### config.mk
export PLATFORM = sky130hd
export DESIGN_NAME = tcic_top
export DESIGN_NICKNAME = d
export VERILOG_FILES = /design/src/core/tcic_pkg.sv /design/src/core/tcic_top.sv
export SDC_FILE = /design/constraint.sdc
export NUM_CORES = 1
export LEC_CHECK = 0
export ABC_CLOCK_PERIOD_IN_PS = 4600
export BUFFER_PORTS_ARGS = -buffer_cell sky130_fd_sc_hd__buf_2
export CORE_MARGIN = 3
export CORE_UTILIZATION = 34
export DETAILED_ROUTE_END_ITERATION = 12
export SLEW_MARGIN = 5
export SYNTH_ARGS = -nofsm -noshare
export SYNTH_HDL_FRONTEND = slang
export SYNTH_SLANG_ARGS = --single-unit
### constraint.sdc
create_clock -name clk -period 4.6 [get_ports clk]
set_input_delay 0.46 -clock clk [delete_from_list [all_inputs] [get_ports clk]]
set_output_delay 0.46 -clock clk [all_outputs]
set_load 0.05 [all_outputs]
### src/core/tcic_pkg.sv
`default_nettype none

package tcic_pkg;

    // register map
    localparam logic [7:0]  CHAN2_INPUT_CONFIG_OFS = 8'h28;
    localparam logic [7:0]  CHAN3_INPUT_CONFIG_OFS = 8'h2C;
    localparam logic [7:0]  INPUT_STATUS_OFS       = 8'h30;
    localparam logic [31:0] CONFIG_RESET           = 32'h00000000;

    // config field positions
    localparam int PSC_LSB = 18;
    localparam int SEL_LSB = 16;
    localparam int FLT_LSB = 0;

    // status field positions
    localparam int STAT_LEVEL2_BIT = 0;
    localparam int STAT_LEVEL3_BIT = 1;
    localparam int STAT_PCNT2_LSB  = 4;
    localparam int STAT_PCNT3_LSB  = 8;

    // channel direction select codes
    typedef enum logic [1:0] {
        SEL_COMPARE_OUT = 2'h0,
        SEL_OWN_PIN     = 2'h1,
        SEL_PAIR_PIN    = 2'h2,
        SEL_TRIGGER     = 2'h3
    } tcic_sel_t;

    // one channel's configuration
    typedef struct packed {
        logic [1:0] psc;
        tcic_sel_t  sel;
        logic [3:0] flt;
    } tcic_cfg_t;

    localparam tcic_cfg_t CFG_RESET = '{psc: 2'h0, sel: SEL_COMPARE_OUT, flt: 4'h0};

endpackage

`default_nettype wire

### src/core/tcic_top.sv
// How it works
// - prescaler passes every 1, 2, 4, 8 events
// - enable low clears the prescaler event count
// - channel 2 select: output, own, channel 3, trigger
// - channel 3 select: output, own, channel 2, trigger
// - select field writable only while enable low
// - filter code zero samples every system clock
// - filter is an N-event counter at sampling rate
// - codes 1 to 3: input clock, N 2/4/8
// - codes 4 to 9: base /2,/4,/8, N 6/8
// - codes 10 to 15: base /16,/32, N 5/6/8
// - each filter conditions its own channel pin
//
// Implementation choice: the address-and-strobe port.
`timescale 1ns/1ps
`default_nettype none

module tcic_top
    import tcic_pkg::*;
(
    // clock and reset
    input  wire logic        clk,
    input  wire logic        rst_b,
    // register port
    input  wire logic [7:0]  reg_addr,
    input  wire logic [31:0] reg_wdata,
    input  wire logic        reg_wr,
    input  wire logic        reg_rd,
    output logic      [31:0] reg_rdata,
    // channel control enables
    input  wire logic        chan2_enable,
    input  wire logic        chan3_enable,
    // sampling ticks and trigger
    input  wire logic        timer_input_clock,
    input  wire logic        dead_time_base_clock,
    input  wire logic        trigger_edge_signal,
    // timer input pins
    input  wire logic        timer_pin_two,
    input  wire logic        timer_pin_three,
    // conditioned results
    output logic             chan2_pin_filter,
    output logic             chan3_pin_filter,
    output logic             chan2_capture_event,
    output logic             chan3_capture_event
);

    ////////////////////////////////////////////////////////////////////////////////
    // helpers

    function automatic logic [3:0] flt_events(input logic [3:0] code);
        case (code)
            4'h0:                 flt_events = 4'h1;
            4'h1:                 flt_events = 4'h2;
            4'h2:                 flt_events = 4'h4;
            4'h4, 4'h6, 4'h8:     flt_events = 4'h6;
            4'hA, 4'hD:           flt_events = 4'h5;
            4'hB, 4'hE:           flt_events = 4'h6;
            default:              flt_events = 4'h8;
        endcase
    endfunction

    function automatic logic flt_tick(input logic [3:0] code, input logic in_tick,
                                      input logic [4:0] div_tick);
        case (code)
            4'h0:                 flt_tick = 1'b1;
            4'h1, 4'h2, 4'h3:     flt_tick = in_tick;
            4'h4, 4'h5:           flt_tick = div_tick[0];
            4'h6, 4'h7:           flt_tick = div_tick[1];
            4'h8, 4'h9:           flt_tick = div_tick[2];
            4'hA, 4'hB, 4'hC:     flt_tick = div_tick[3];
            default:              flt_tick = div_tick[4];
        endcase
    endfunction

    function automatic logic [2:0] psc_limit(input logic [1:0] psc);
        case (psc)
            2'h0:    psc_limit = 3'h0;
            2'h1:    psc_limit = 3'h1;
            2'h2:    psc_limit = 3'h3;
            default: psc_limit = 3'h7;
        endcase
    endfunction

    function automatic logic [31:0] cfg_word(input tcic_cfg_t c);
        logic [31:0] w;
        w = 32'h00000000;
        w[PSC_LSB +: 2] = c.psc;
        w[SEL_LSB +: 2] = c.sel;
        w[FLT_LSB +: 4] = c.flt;
        cfg_word = w;
    endfunction

    ////////////////////////////////////////////////////////////////////////////////
    // declarations

    tcic_cfg_t   cfg_ff     [2];
    logic [1:0]  pin_s1_ff;
    logic [1:0]  pin_s2_ff;
    logic [4:0]  dcnt_ff;
    logic [4:0]  div_tick;
    logic [1:0]  smp_tick;
    logic [1:0]  filt_ff;
    logic [3:0]  fcnt_ff    [2];
    logic [1:0]  src;
    logic [1:0]  src_prev_ff;
    logic [2:0]  pcnt_ff    [2];
    logic [1:0]  evt_ff;
    logic [1:0]  en;
    logic [31:0] rdata_ff;
    logic [31:0] nxt_rdata;
    logic        wr_ch2;
    logic        wr_ch3;

    assign en     = {chan3_enable, chan2_enable};
    assign wr_ch2 = reg_wr && (reg_addr == CHAN2_INPUT_CONFIG_OFS);
    assign wr_ch3 = reg_wr && (reg_addr == CHAN3_INPUT_CONFIG_OFS);

    ////////////////////////////////////////////////////////////////////////////////
    // configuration registers

    always_ff @(posedge clk or negedge rst_b) begin
        if (!rst_b) begin
            cfg_ff[0] <= CFG_RESET;
            cfg_ff[1] <= CFG_RESET;
        end else begin
            if (wr_ch2) begin
                cfg_ff[0].psc <= reg_wdata[PSC_LSB +: 2];
                cfg_ff[0].flt <= reg_wdata[FLT_LSB +: 4];
                if (!chan2_enable) begin
                    cfg_ff[0].sel <= tcic_sel_t'(reg_wdata[SEL_LSB +: 2]);
                end
            end
            if (wr_ch3) begin
                cfg_ff[1].psc <= reg_wdata[PSC_LSB +: 2];
                cfg_ff[1].flt <= reg_wdata[FLT_LSB +: 4];
                if (!chan3_enable) begin
                    cfg_ff[1].sel <= tcic_sel_t'(reg_wdata[SEL_LSB +: 2]);
                end
            end
        end
    end

    ////////////////////////////////////////////////////////////////////////////////
    // read port

    always_comb begin
        nxt_rdata = 32'h00000000;
        case (reg_addr)
            CHAN2_INPUT_CONFIG_OFS: nxt_rdata = cfg_word(cfg_ff[0]);
            CHAN3_INPUT_CONFIG_OFS: nxt_rdata = cfg_word(cfg_ff[1]);
            INPUT_STATUS_OFS: begin
                nxt_rdata[STAT_LEVEL2_BIT]     = filt_ff[0];
                nxt_rdata[STAT_LEVEL3_BIT]     = filt_ff[1];
                nxt_rdata[STAT_PCNT2_LSB +: 3] = pcnt_ff[0];
                nxt_rdata[STAT_PCNT3_LSB +: 3] = pcnt_ff[1];
            end
            default: nxt_rdata = 32'h00000000;
        endcase
    end

    always_ff @(posedge clk or negedge rst_b) begin
        if (!rst_b) begin
            rdata_ff <= 32'h00000000;
        end else if (reg_rd) begin
            rdata_ff <= nxt_rdata;
        end else begin
            rdata_ff <= 32'h00000000;
        end
    end

    assign reg_rdata = rdata_ff;

    ////////////////////////////////////////////////////////////////////////////////
    // pin synchronisers

    always_ff @(posedge clk or negedge rst_b) begin
        if (!rst_b) begin
            pin_s1_ff <= 2'h0;
            pin_s2_ff <= 2'h0;
        end else begin
            pin_s1_ff <= {timer_pin_three, timer_pin_two};
            pin_s2_ff <= pin_s1_ff;
        end
    end

    ////////////////////////////////////////////////////////////////////////////////
    // sampling rate divider of the base clock

    always_ff @(posedge clk or negedge rst_b) begin
        if (!rst_b) begin
            dcnt_ff <= 5'h00;
        end else if (dead_time_base_clock) begin
            dcnt_ff <= dcnt_ff + 5'h01;
        end
    end

    always_comb begin
        div_tick[0] = dead_time_base_clock && dcnt_ff[0];
        div_tick[1] = dead_time_base_clock && (&dcnt_ff[1:0]);
        div_tick[2] = dead_time_base_clock && (&dcnt_ff[2:0]);
        div_tick[3] = dead_time_base_clock && (&dcnt_ff[3:0]);
        div_tick[4] = dead_time_base_clock && (&dcnt_ff[4:0]);
    end

    ////////////////////////////////////////////////////////////////////////////////
    // digital noise filters

    always_comb begin
        for (int i = 0; i < 2; i++) begin
            smp_tick[i] = flt_tick(cfg_ff[i].flt, timer_input_clock, div_tick);
        end
    end

    always_ff @(posedge clk or negedge rst_b) begin
        if (!rst_b) begin
            filt_ff    <= 2'h0;
            fcnt_ff[0] <= 4'h0;
            fcnt_ff[1] <= 4'h0;
        end else begin
            for (int i = 0; i < 2; i++) begin
                if (smp_tick[i]) begin
                    if (pin_s2_ff[i] == filt_ff[i]) begin
                        fcnt_ff[i] <= 4'h0;
                    end else if (fcnt_ff[i] + 4'h1 >= flt_events(cfg_ff[i].flt)) begin
                        filt_ff[i] <= pin_s2_ff[i];
                        fcnt_ff[i] <= 4'h0;
                    end else begin
                        fcnt_ff[i] <= fcnt_ff[i] + 4'h1;
                    end
                end
            end
        end
    end

    assign chan2_pin_filter = filt_ff[0];
    assign chan3_pin_filter = filt_ff[1];

    ////////////////////////////////////////////////////////////////////////////////
    // capture source selection

    always_comb begin
        for (int i = 0; i < 2; i++) begin
            case (cfg_ff[i].sel)
                SEL_OWN_PIN:  src[i] = filt_ff[i];
                SEL_PAIR_PIN: src[i] = filt_ff[1 - i];
                SEL_TRIGGER:  src[i] = trigger_edge_signal;
                default:      src[i] = 1'b0;
            endcase
        end
    end

    always_ff @(posedge clk or negedge rst_b) begin
        if (!rst_b) begin
            src_prev_ff <= 2'h0;
        end else begin
            src_prev_ff <= src;
        end
    end

    ////////////////////////////////////////////////////////////////////////////////
    // capture prescalers

    always_ff @(posedge clk or negedge rst_b) begin
        if (!rst_b) begin
            pcnt_ff[0] <= 3'h0;
            pcnt_ff[1] <= 3'h0;
            evt_ff     <= 2'h0;
        end else begin
            for (int i = 0; i < 2; i++) begin
                evt_ff[i] <= 1'b0;
                if (!en[i]) begin
                    pcnt_ff[i] <= 3'h0;
                end else if (src[i] && !src_prev_ff[i]) begin
                    if (pcnt_ff[i] >= psc_limit(cfg_ff[i].psc)) begin
                        pcnt_ff[i] <= 3'h0;
                        evt_ff[i]  <= 1'b1;
                    end else begin
                        pcnt_ff[i] <= pcnt_ff[i] + 3'h1;
                    end
                end
            end
        end
    end

    assign chan2_capture_event = evt_ff[0];
    assign chan3_capture_event = evt_ff[1];

    ////////////////////////////////////////////////////////////////////////////////
    // checks

    property p_sel_locked;
        @(posedge clk) disable iff (!rst_b)
        (wr_ch2 && chan2_enable) |=> (cfg_ff[0].sel == $past(cfg_ff[0].sel));
    endproperty
    a_sel_locked: assert property (p_sel_locked) else $error("select changed while enabled");

    property p_sel_open;
        @(posedge clk) disable iff (!rst_b)
        (wr_ch3 && !chan3_enable) |=> (cfg_ff[1].sel == $past(reg_wdata[SEL_LSB +: 2]));
    endproperty
    a_sel_open: assert property (p_sel_open) else $error("select write lost");

    property p_psc_clear;
        @(posedge clk) disable iff (!rst_b)
        !chan2_enable |=> (pcnt_ff[0] == 3'h0) && !evt_ff[0];
    endproperty
    a_psc_clear: assert property (p_psc_clear) else $error("prescaler not cleared");

    property p_psc_eight;
        @(posedge clk) disable iff (!rst_b)
        (evt_ff[0] && cfg_ff[0].psc == 2'h3) |-> $past(pcnt_ff[0]) == 3'h7;
    endproperty
    a_psc_eight: assert property (p_psc_eight) else $error("event before eighth edge");

    property p_psc_each;
        @(posedge clk) disable iff (!rst_b)
        (chan2_enable && cfg_ff[0].psc == 2'h0 && src[0] && !src_prev_ff[0]) |=> evt_ff[0];
    endproperty
    a_psc_each: assert property (p_psc_each) else $error("event missed without prescale");

    property p_pair_src;
        @(posedge clk) disable iff (!rst_b)
        (cfg_ff[0].sel == SEL_PAIR_PIN) |-> (src[0] == filt_ff[1]);
    endproperty
    a_pair_src: assert property (p_pair_src) else $error("channel 2 pair source wrong");

    property p_trig_src;
        @(posedge clk) disable iff (!rst_b)
        (cfg_ff[1].sel == SEL_TRIGGER) |-> (src[1] == trigger_edge_signal);
    endproperty
    a_trig_src: assert property (p_trig_src) else $error("channel 3 trigger source wrong");

    property p_no_filter;
        @(posedge clk) disable iff (!rst_b)
        (cfg_ff[0].flt == 4'h0 && pin_s2_ff[0] != filt_ff[0]) |=> filt_ff[0] == $past(pin_s2_ff[0]);
    endproperty
    a_no_filter: assert property (p_no_filter) else $error("unfiltered input not followed");

    property p_restart;
        @(posedge clk) disable iff (!rst_b)
        (smp_tick[1] && pin_s2_ff[1] == filt_ff[1]) |=> fcnt_ff[1] == 4'h0;
    endproperty
    a_restart: assert property (p_restart) else $error("filter count not restarted");

    property p_n_events;
        @(posedge clk) disable iff (!rst_b)
        (cfg_ff[0].flt == 4'h3 && $changed(filt_ff[0]) && $stable(cfg_ff[0].flt))
            |-> $past(fcnt_ff[0]) == 4'h7;
    endproperty
    a_n_events: assert property (p_n_events) else $error("filter changed before eight");

    property p_rate_in;
        @(posedge clk) disable iff (!rst_b)
        (cfg_ff[0].flt == 4'h2) |-> (smp_tick[0] == timer_input_clock);
    endproperty
    a_rate_in: assert property (p_rate_in) else $error("wrong sample rate");

    property p_rate_div;
        @(posedge clk) disable iff (!rst_b)
        (cfg_ff[0].flt == 4'h7 && smp_tick[0]) |-> dead_time_base_clock && dcnt_ff[1:0] == 2'h3;
    endproperty
    a_rate_div: assert property (p_rate_div) else $error("wrong divide by four");

    property p_rate_32;
        @(posedge clk) disable iff (!rst_b)
        (cfg_ff[0].flt == 4'hD && smp_tick[0]) |-> dcnt_ff == 5'h1F;
    endproperty
    a_rate_32: assert property (p_rate_32) else $error("wrong divide by thirty-two");

endmodule

`default_nettype wire

# ---- Word level (Yosys, flattened, before mapping)
# Memory sizes are Yosys's and may differ from the RTL's.
# Index checks and enable logic that the tools add are counted.
dict set report word_totals {
  register_bits 77
  rom_bits 128
  input_bits 51
  output_inout_bits 36
  wordCells 143
  memories 2
}
# memory depth word_bits read_ports rd_ports_with_merged_regs write_ports line
set memory_table {}
lappend memory_table {{(name not given)} 16 4 1 0 0 tcic_top.sv:51} ;# case (code)
lappend memory_table {{(name not given)} 16 4 1 0 0 tcic_top.sv:51}
dict set report op_classes {
  n_addsub 5
  magnitude_cmp 4
  n_eq_ne 41
  mux 36
  bitwise 4
  reduce_logical 33
}
# op n
set ops {}
lappend ops {{$eq 4x4->1 const B} 10}
lappend ops {{$mux 3} 12}
lappend ops {{$eq 4x3->1 const B} 8}
lappend ops {{$mux 32} 1}
lappend ops {{$mux 4} 8}
lappend ops {{$eq 8x6->1 const B} 3}
lappend ops {{$pmux 3 s3} 2}
lappend ops {{$pmux 9 s2} 1}
lappend ops {{$eq 4x2->1 const B} 4}
lappend ops {{$eq 2x2->1 const B} 6}
lappend ops {{$pmux 1 s6} 2}
lappend ops {{$reduce_or 2->1} 6}
lappend ops {{$reduce_or 3->1} 4}
lappend ops {{$logic_and 1x1->1} 9}
lappend ops {{$reduce_and 3->1} 3}
lappend ops {{$add 4x1->4 const B} 2}
lappend ops {{$eq 2x1->1 const B} 4}
lappend ops {{$eq 4x1->1 const B} 2}
lappend ops {{$ge 4x4->1} 2}
lappend ops {{$logic_not 4->1} 2}
lappend ops {{$add 3x1->3 const B} 2}
lappend ops {{$ge 3x3->1} 2}
lappend ops {{$mux 1} 6}
lappend ops {{$pmux 1 s3} 2}
lappend ops {{other kinds (11)} 20}

# ---- Logic depth before layout (Yosys ltp)
# Gate-level depths: netlist of the first run.
dict set report logic_depth {
  word_depth 9
  ltp_mapped 12
  mapped_depth_nobuf 11
}

# ---- Worst setup path before layout of the first run
# OpenSTA, ideal clock, no wires.
dict set report synth_timing {
  path_type {register to register}
  from {reg cfg_ff[3] in the netlist's numbering}
  to {reg fcnt_ff[2] in the netlist's numbering}
  setup_ns 0.078
  arrival_ns 2.444
  required_ns 4.522
  slack_ns 2.078
  path_stages_with_launch 12
  n_path_buf 2
  synth_period_minus_slack_ns 2.522
  cell_sequence {dfrtp_1 > clkbuf_1 > clkbuf_1 > nand2_1 > a21boi_0 > o21ai_0 > ha_1 > nand2b_1 > a211o_1 > a211o_1 > nor3b_1 > o2bb2ai_1}
}
dict set report synth_via {
  elab_chain_len 6
  word_cells_on_any_way 25
  classes_between {order compare: 1; eq/ne: 12; mux: 5; reduce/logical: 6; memory: 1}
}
# element line
set synth_rtl {}
lappend synth_rtl {{from (decl)} tcic_top.sv:96} ;# tcic_cfg_t cfg_ff [2];
lappend synth_rtl {{$mem_v2 16x4} n/a}
lappend synth_rtl {{$mux 4} tcic_top.sv:222} ;# if (pin_s2_ff[i] == filt_ff[i]) begin
lappend synth_rtl {{$mux 4} tcic_top.sv:221} ;# if (smp_tick[i]) begin
lappend synth_rtl {{$ge 4x4->1} tcic_top.sv:224} ;# end else if (fcnt_ff[i] + 4'h1 >= flt_events(cfg_ff[i].flt)) begin
lappend synth_rtl {{$mux 4} tcic_top.sv:224}
lappend synth_rtl {{$mux 4} tcic_top.sv:222}
lappend synth_rtl {{to (signal, indexed assignment)} tcic_top.sv:228} ;# fcnt_ff[i] <= fcnt_ff[i] + 4'h1;
lappend synth_rtl {{to (decl)} tcic_top.sv:103} ;# logic [3:0] fcnt_ff [2];
# Several ways; a longest one is shown, not always the timed one. The select of a mux whose other input is x is not followed.
# A chain may end at the register's enable or synchronous reset.

# ---- Worst setup path after layout of the first run
dict set report layout_timing {
  from {reg cfg_ff[0] in the netlist's numbering}
  to {reg fcnt_ff[2] in the netlist's numbering}
}
# Same word-level chain as after synthesis.

==> results of run 1 <==
[power by group through the flow]
| stage | Clock [µW] | Combinational [µW] | Sequential [µW] |
|---|---|---|---|
| after global placement | 0 | 475 | 691 |
| after global routing | 447 | 559 | 698 |
| after detailed placement | 0 | 497 | 694 |
| final | 411 | 493 | 684 |
| after floorplan | 0 | 379 | 691 |
| after CTS | 427 | 500 | 685 |
[metrics by stage]
step / instance area, µm² / power [µW] / utilization
2_1_floorplan: 3810 / 1070 / -
5_1_grt: 4190 / 1700 / 0.399
6_report: 4190 / 1590 / 0.399
3_5_place_dp: 4020 / 1190 / 0.383
3_3_place_gp: 4020 / 1170 / 0.383
4_1_cts: 4190 / 1610 / 0.399
[area by class of cell]
type                            count  area (µm²)  share of cell area
Clock inverter                      5        30.0             0.00717
Inverter                           17        63.8              0.0152
Multi-Input combinational cell    285        2080               0.497
Clock buffer                       10         138              0.0329
Timing Repair Buffer               45         228              0.0544
Tap cell                          136         170              0.0406
Sequential cell                    59        1480               0.352
[worst max-delay path, cell delays in order, from the launching register on]
cell       delay (ps)
dfrtp_1           460
inv_1             180
ha_1              280
nand2_1            90
a21boi_0          150
o21ai_0           200
ha_1              260
nand2b_1          140
a211o_1           310
a211o_1           360
nor3b_1           210
o2bb2ai_1         130
[worst paths after layout]
check / cells past startpoint / from / slack [ps] / to
min in group asynchronous: 2 / rst_b / 270 / evt_ff[0]
worst max register to register: 11 / cfg_ff[0] / 1750 / fcnt_ff[2]
worst min-delay path: 1 / timer_pin_three / 220 / pin_s1_ff[1]
worst min register to register: 0 / pin_s1_ff[1] / 360 / pin_s2_ff[1]
max in group asynchronous: 2 / rst_b / 3840 / reg_rdata[0]
worst max-delay path: 11 / cfg_ff[0] / 1750 / fcnt_ff[2]
[cell usage in the layout, fill, tap and decap left out, types with 4 or more instances in the layout]
cell type  count
buf_2         44
nor4_2         4
and2_1         7
inv_1         17
conb_1        18
nand3_1        7
nor2b_1       11
nor2_1        20
nor3_1         4
nand3b_1       4
nor4_1         4
mux2i_1        7
ha_1          37
dfrtp_1       59
nand2b_1      12
a21oi_1       11
nand2_1       30
a22oi_1        8
clkbuf_8      10
mux2_2        16
o21ai_0       23
nor3b_1        4
xnor2_1        5
[layer usage]
metal,vias to the layer above,track usage,part of all wire
met5,-,0,0
li1,1366,-,-
met3,10,0.0349,0.043
met4,0,0.0419,0.015
met2,58,0.206,0.46
met1,1275,0.174,0.48
[cell families (layout without fill, tap and decap cells)]
logic type / after synthesis / count (layout) / synth area share
adder cells (fa/ha/maj): 37 / 37 / 0.124
other: 1 / 18 / 0.00100
flip-flops: 59 / 59 / 0.395
AND/OR/NAND/NOR: 128 / 128 / 0.203
buffers and inverters: 45 / 77 / 0.0659
XOR/XNOR: 8 / 8 / 0.0187
AO/OA/AOI/OAI: 69 / 69 / 0.120
multiplexers: 25 / 25 / 0.0729
[registers in the layout, indices dropped and copies added (netlist names)]
register     cells
fcnt_ff          8
pin_s2_ff        2
cfg_ff          16
evt_ff           2
filt_ff          2
src_prev_ff      2
reg_rdata       14
pin_s1_ff        2
dcnt_ff          5
pcnt_ff          6
==> results.sh, run 1 <==
export IMPL_status="finished, final reports clean"
export IMPL_max_freq_mhz=351
export IMPL_cp_data_required_time_ps=4870
export IMPL_final_period_utilization=0.620
export IMPL_grt_max_degree=60
export IMPL_port_buffers=44
export IMPL_core_area_um2=10500
export IMPL_core_rowCount=37
export IMPL_synth_largest_area_cell="dfrtp_1"
export IMPL_max_slew_margin=0.497
export IMPL_final_setup_tns_ps=0
export IMPL_fillCellCount=1015
export IMPL_dieArea_um2=12300
export IMPL_finalWeightedCongestion=0.788
export IMPL_synthTopCellsByCount="dfrtp_1 (59), ha_1 (37), nand2_1 (30), o21ai_0 (23), nor2_1 (20)"
export IMPL_overflow=0
export IMPL_hold_ws_ps=217
export IMPL_synth_flop_cell="dfrtp_1"
export IMPL_leakage_uw=0.00203
export IMPL_wl_per_cell_um=13.7
export IMPL_arrival_ps=3120
export IMPL_synth_avg_cell_area_um2=10.1
export IMPL_crit_fanout=8
export IMPL_numCtsBuffers=9
export IMPL_via_per_inst=4.86
export IMPL_power_switching_share=0.364
export IMPL_end_kind="register"
export IMPL_pre_cts_ws_ps=1750
export IMPL_power_density_nw_per_um2=379
export IMPL_clock_root_buffer="clkbuf_8"
export IMPL_htree_levels=3
export IMPL_hold_violations=0
export IMPL_p_clk_frac=0.259
export IMPL_min_period_ps=2850
export IMPL_grt_pass1_vias=2754
export IMPL_synth_top_area_share=0.395
export IMPL_grt_pass1_wl_mm=13.2
export IMPL_vias=2709
export IMPL_start_util=0.356
export IMPL_ios=87
export IMPL_drt_wl_total_mm=7.64
export IMPL_yosysWarnings=0
export IMPL_cts_sinks=59
export IMPL_fin_nets=505
export IMPL_antenna_found_initial=0
export IMPL_drive_above_1_share=0.221
export IMPL_clk_latency_ps=340
export IMPL_synth_edf_count=0
export IMPL_fin_cells=557
export IMPL_drv_slew=0
export IMPL_final_setup_skew_ps=3.78
export IMPL_drtIter0Drc=96
export IMPL_grt_total_usage=0.130
export IMPL_rsz0062_at_grt="no"
export IMPL_critPathLaunchType="register"
export IMPL_seq_power_share=0.431
export IMPL_p_comb_frac=0.310
export IMPL_syn_cell_area_um2=3740
export IMPL_dp_hpwl_mm=5.77
export IMPL_maxCapViolCount=0
export IMPL_ys_types=58
export IMPL_hp_class="input pin to register"
export IMPL_dp_cells=542
export IMPL_internal_power_uw=1010
export IMPL_cts_max_path_buffers=2
export IMPL_ys_ff_latch=59
export IMPL_postCtsSetupBuffers=0
export IMPL_syn_inst=372
export IMPL_diodes=0
export IMPL_syn_to_final_growth_pct=11.9
export IMPL_cts_tree="yes"
export IMPL_ir_worst_vdd_uv=185
export IMPL_final_antenna_net_count=0
export IMPL_yosysSeqAreaShare=0.395
export IMPL_synthTopCellsByArea="dfrtp_1 (39%), ha_1 (12%), mux2_2 (4.8%), buf_4 (3.6%), o21ai_0 (3.1%)"
export IMPL_ctsResizeCount=0
export IMPL_synth_most_common_cell="dfrtp_1"
export IMPL_die_x_um=111
export IMPL_postCtsHoldBufs=0
export IMPL_drc=0
export IMPL_setup_violations=0
export IMPL_firstDrtPassIters=4
export IMPL_die_h_um=111
export IMPL_critPathKind="register to register"
export IMPL_async_flop_share=1.00
export IMPL_p_sw_uw=578
export IMPL_tightest_slew_ps=754
export IMPL_setup_slack_ps=1750
export IMPL_clkTransAtPathRegs_ps=70
Note: power is estimated with default switching activity, not from simulation.
==> run 2: changes to the inputs <==
- ABC_AREA: unset -> 1
- ABC_CLOCK_PERIOD_IN_PS: 4600 -> 2900
- clock period: 4.6 -> 2.9 ns (I/O delays scaled with it)
==> results.sh, run 2 <==
export IMPL_largest_reg_flops=16
export IMPL_cp_data_required_time_ps=3180
export IMPL_async_flop_share=1.00
export IMPL_clock_root_buffer="clkbuf_8"
export IMPL_pre_cts_ws_ps=479
export IMPL_crit_fanout=7
export IMPL_fin_area_um2=4270
export IMPL_max_freq_mhz=408
export IMPL_synth_avg_cell_area_um2=7.80
export IMPL_hold_end="pin_s1_ff[1]"
export IMPL_r2r_start="cfg_ff[8]"
export IMPL_start_util=0.356
export IMPL_path_cells="inv_1 > ha_1 > nand2_1 > a21oi_1 > a221oi_1 > ha_1 > o211ai_1 > nand3_1 > nor2_1 > nand3_1 > nand2_1"
export IMPL_synth_largest_area_cell="dfrtp_1"
export IMPL_drive_above_1_share=0.139
export IMPL_critPathKind="register to register"
export IMPL_synth_edf_count=0
export IMPL_drt_wl_total_mm=8.04
export IMPL_place_area_um2=4030
export IMPL_synth_top_area_share=0.394
export IMPL_ios=87
export IMPL_setup_slack_ps=447
export IMPL_die_h_um=111
export IMPL_synthTopCellsByArea="dfrtp_1 (39%), nand2_1 (14%), ha_1 (12%), inv_1 (6.2%), nand3_1 (4.3%)"
export IMPL_core_rowCount=37
export IMPL_fillCellCount=1048
export IMPL_holdCritStartpoint="timer_pin_three"
export IMPL_reg2reg_to="fcnt_ff[6]"
export IMPL_postCtsSetupBuffers=0
export IMPL_final_period_utilization=0.846
export IMPL_status="finished, final reports clean"
export IMPL_max_slew_margin=0.473
export IMPL_final_setup_skew_ps=8.04
export IMPL_ys_types=32
export IMPL_hp_class="input pin to register"
export IMPL_final_setup_tns_ps=0
export IMPL_grt_total_usage=0.138
export IMPL_via_per_inst=4.63
export IMPL_setup_violations=0
export IMPL_grt_max_degree=38
export IMPL_vias=3100
export IMPL_ys_ff_latch=59
export IMPL_arrival_ps=2730
export IMPL_rsz0062_at_grt="no"
export IMPL_crit_slowest_cell="dfrtp_1"
export IMPL_drtIter0Drc=124
export IMPL_syn_to_final_growth_pct=13.9
export IMPL_overflow=0
export IMPL_dieArea_um2=12300
export IMPL_cts_sinks=59
export IMPL_critPathLaunchType="register"
export IMPL_yosysWarnings=0
export IMPL_yosysSeqAreaShare=0.394
export IMPL_core_area_um2=10500
export IMPL_mostFrequentLayoutCells="nand2_1 (140), inv_1 (62), dfrtp_1 (59), buf_2 (44), ha_1 (37)"
export IMPL_firstDrtPassIters=4
export IMPL_reg2reg_setup_slack_ps=450
export IMPL_finalWeightedCongestion=0.852
export IMPL_regMostFlops="cfg_ff"
export IMPL_final_common_cell="nand2_1"
export IMPL_synth_most_common_cell="nand2_1"
export IMPL_wl_per_cell_um=12.0
export IMPL_numCtsBuffers=9
export IMPL_syn_cell_area_um2=3740
export IMPL_ir_worst_vdd_uv=308
export IMPL_syn_inst=480
export IMPL_htree_levels=3
export IMPL_synth_flop_cell="dfrtp_1"
export IMPL_postLayoutCoreUtil=0.406
export IMPL_hold_violations=0
export IMPL_grt_pass1_wl_mm=14.0
export IMPL_hold_ws_ps=50.3
export IMPL_fin_nets=618
export IMPL_r2r_cells=11
export IMPL_diodes=0
export IMPL_min_period_ps=2450
export IMPL_power_density_nw_per_um2=543
export IMPL_tightest_slew_ps=787
export IMPL_hold_depth=1
export IMPL_leakage_uw=0.00239
export IMPL_final_antenna_net_count=0
export IMPL_cp_slowest_stage_delay_ps=460
export IMPL_clkTransAtPathRegs_ps=70
export IMPL_antenna_found_initial=0
export IMPL_cts_tree="yes"
export IMPL_die_x_um=111
export IMPL_clk_latency_ps=340
export IMPL_drc=0
export IMPL_port_buffers=44
export IMPL_dp_hpwl_mm=6.38
export IMPL_end_kind="register"
export IMPL_drv_slew=0
export IMPL_maxCapViolCount=0
export IMPL_synthTopCellsByCount="nand2_1 (140), inv_1 (62), dfrtp_1 (59), ha_1 (37), nand3_1 (32)"
export IMPL_grt_pass1_vias=3170
export IMPL_cts_max_path_buffers=2
run 2: repair_timing:
item | 4_1_cts | 5_1_grt
hold endpoints to repair | 22 | 0
gates resized for setup | 0 | 0
hold buffers | 1 | 0
endpoints found under the setup margin | 0 | 0
run 2: cells by family after synthesis:
logic type	share of synthesized area
AND/OR/NAND/NOR	0.260
buffers and inverters	0.115
flip-flops	0.394
AO/OA/AOI/OAI	0.0852
adder cells (fa/ha/maj)	0.124
XOR/XNOR	0.0210
other	0.00100
run 2: per-stage QoR:
step | power, µW | instances
after floorplan | 1360 | 497
after CTS | 2340 | 670
final | 2320 | 670
after detailed placement | 1470 | 654
after global placement | 1450 | 654
after global routing | 2460 | 670
run 2: worst max-delay path: cells and delay by family (launching register included):
family	cells	cell delay [ps]
flops	1	460
fa+ha+maj	2	660
compound gates	3	450
buf+inv	1	170
simple gates	5	660
run 2: layout make-up:
type | count | area (µm²) | area share
multi-input cells | 347 | 1900 | 0.446
clock inverters | 4 | 73.8 | 0.0173
clock buffers | 11 | 151 | 0.0355
repair buffers | 46 | 238 | 0.0557
flip-flops and latches | 59 | 1480 | 0.346
well taps | 136 | 170 | 0.0399
inverters | 67 | 254 | 0.0595
run 2: routing by layer:
layer | routed length, µm | track usage | part of all wire | vias to the layer above
met5 | 0 | 0 | 0 | -
met4 | 145 | 0.0517 | 0.018 | 0
met3 | 373 | 0.0393 | 0.046 | 14
li1 | - | - | - | 1603
met2 | 3880 | 0.232 | 0.48 | 67
met1 | 3650 | 0.168 | 0.45 | 1416
run 2: worst max-delay path by stage:
stage               startpoint  depth (start not counted)         end
global route         cfg_ff[8]                         11  fcnt_ff[6]
finish               cfg_ff[8]                         11  fcnt_ff[6]
detailed placement   cfg_ff[8]                         11  fcnt_ff[6]
CTS                  cfg_ff[8]                         11  fcnt_ff[6]
global placement     cfg_ff[8]                         11  fcnt_ff[7]
floorplan            cfg_ff[0]                         11  fcnt_ff[0]
run 2: power by group:
group / internal, µW / switching, µW / total (µW)
logic: 168 / 322 / 490
registers: 887 / 76.3 / 963
clock network: 526 / 336 / 862
==> run 3: changes to the inputs <==
- ABC_AREA: 1 -> 0
- ABC_CLOCK_PERIOD_IN_PS: 2900 -> 2200
- clock period: 2.9 -> 2.2 ns (I/O delays scaled with it)
==> results.sh, run 3 (same netlist as run 1, synthesis figures left out) <==
export IMPL_start_util=0.356
export IMPL_regMostFlops="cfg_ff"
export IMPL_clock_root_buffer="clkbuf_8"
export IMPL_dp_hpwl_mm=6.50
export IMPL_core_rowCount=37
export IMPL_leakage_uw=0.00235
export IMPL_clkTransAtPathRegs_ps=70
export IMPL_dp_cells=583
export IMPL_rsz0062_at_grt="yes"
export IMPL_die_x_um=111
export IMPL_grt_max_degree=41
export IMPL_port_buffers=44
export IMPL_drtIter0Drc=143
export IMPL_diodes=0
export IMPL_finalWeightedCongestion=0.806
export IMPL_drc=0
export IMPL_syn_to_final_growth_pct=30.2
export IMPL_drive_above_1_share=0.392
export IMPL_crit_slowest_cell="dfrtp_2"
export IMPL_max_freq_mhz=406
export IMPL_cts_tree="yes"
export IMPL_fin_cells=611
export IMPL_grt_pass1_vias=3027
export IMPL_final_period_utilization=1.12
export IMPL_cp_data_required_time_ps=2470
export IMPL_ios=87
export IMPL_setup_violations=8
export IMPL_numCtsBuffers=9
export IMPL_critPathKind="register to register"
export IMPL_crit_fanout=5
export IMPL_die_h_um=111
export IMPL_path_cells="inv_4 > ha_4 > nand2_2 > a21boi_2 > o21ai_1 > ha_1 > nand2b_4 > a211o_1 > a211o_4 > nor3b_2 > o2bb2ai_1"
export IMPL_antenna_found_initial=0
export IMPL_hold_violations=0
export IMPL_vias=3034
export IMPL_status="complete, but fails checks"
export IMPL_place_area_um2=4380
export IMPL_mostFrequentLayoutCells="dfrtp_1 (55), buf_4 (49), buf_2 (44), nand2_1 (28), ha_1 (28)"
export IMPL_setup_slack_ps=-263
export IMPL_htree_levels=3
export IMPL_grt_total_usage=0.142
export IMPL_final_setup_tns_ps=-1140
export IMPL_via_per_inst=4.97
export IMPL_fin_area_um2=4870
export IMPL_drv_slew=0
export IMPL_final_antenna_net_count=0
export IMPL_drt_wl_total_mm=8.66
export IMPL_tightest_slew_ps=511
export IMPL_end_kind="register"
export IMPL_firstDrtPassIters=4
export IMPL_arrival_ps=2730
export IMPL_cp_slowest_stage_delay_ps=440
export IMPL_power_density_nw_per_um2=781
export IMPL_maxCapViolCount=0
export IMPL_min_period_ps=2460
export IMPL_overflow=0
export IMPL_violations="setup timing"
export IMPL_ir_worst_vdd_uv=466
export IMPL_grt_pass1_wl_mm=14.3
export IMPL_hp_class="input pin to register"
export IMPL_critPathLaunchType="register"
export IMPL_cts_sinks=59
export IMPL_wl_per_cell_um=14.2
export IMPL_largest_reg_flops=16
export IMPL_cts_max_path_buffers=2
export IMPL_max_slew_margin=0.659
export IMPL_clk_latency_ps=340
export IMPL_core_area_um2=10500
export IMPL_total_power_uw=3800
export IMPL_final_setup_skew_ps=5.71
export IMPL_final_common_cell="dfrtp_1"
export IMPL_fin_nets=559
export IMPL_dieArea_um2=12300
## run 3: timing repair
action                                 in CTS  in global routing
pin swaps                                  14                 14
buffers inserted                            5                  5
setup endpoints to repair                  10                 13
endpoints found under the hold margin      21                  0
hold buffers                                3                  0
resized for setup                          28                 24
## run 3: area by class of cell
type	count	area (µm²)
fillers	979	5640
multi-input cells	285	2310
flip-flops and latches	59	1480
repair buffers	99	661
well taps	136	170
clock buffers	11	151
inverters	17	73.8
clock inverters	4	26.3
## run 3: path summary, 6_finish.rpt
check	startpoint	endpoint	slack (ps)	cells after the start
max	cfg_ff[0]	fcnt_ff[2]	-260	11
min reg2reg	pin_s1_ff[1]	pin_s2_ff[1]	350	0
max reg2reg	cfg_ff[0]	fcnt_ff[2]	-260	11
min	reg_wdata[0]	cfg_ff[0]	110	3
min in group asynchronous	rst_b	reg_rdata[4]	380	2
max in group asynchronous	rst_b	cfg_ff[0]	1210	3
## run 3: power breakdown
| group | total, µW | internal, µW | switching [µW] | leakage, µW |
|---|---|---|---|---|
| clock network | 906 | 461 | 445 | 0.0000912 |
| logic | 1500 | 719 | 785 | 0.00150 |
| registers | 1390 | 1240 | 156 | 0.000755 |
| total | 3800 | 2420 | 1390 | 0.00235 |
## run 3: per-layer routing
metal  GRT usage  up-vias  routed length (µm)
met3      0.0322        9                 337
met1       0.176     1468                3880
met2       0.244       69                4320
li1            -     1488                   -
met4      0.0468        0                 114
met5           0        -                   0
## run 3: critical path, delay by kind of cell (launching register included)
family	cells	cell delay, ps
AOI/OAI and AO/OA	5	1090
DFF	1	440
adders and majority gates	2	400
and+or+nand+nor	3	350
buffers and inverters	1	100
## run 3: stage by stage
step	utilization	worst slack (ps)	hold slack, ps
detailed placement	0.416	-246	234
global route	0.464	-401	123
CTS	0.450	-166	98.5
floorplan	-	-41.3	-75.6
finish	0.464	-263	114
global placement	0.416	-150	217
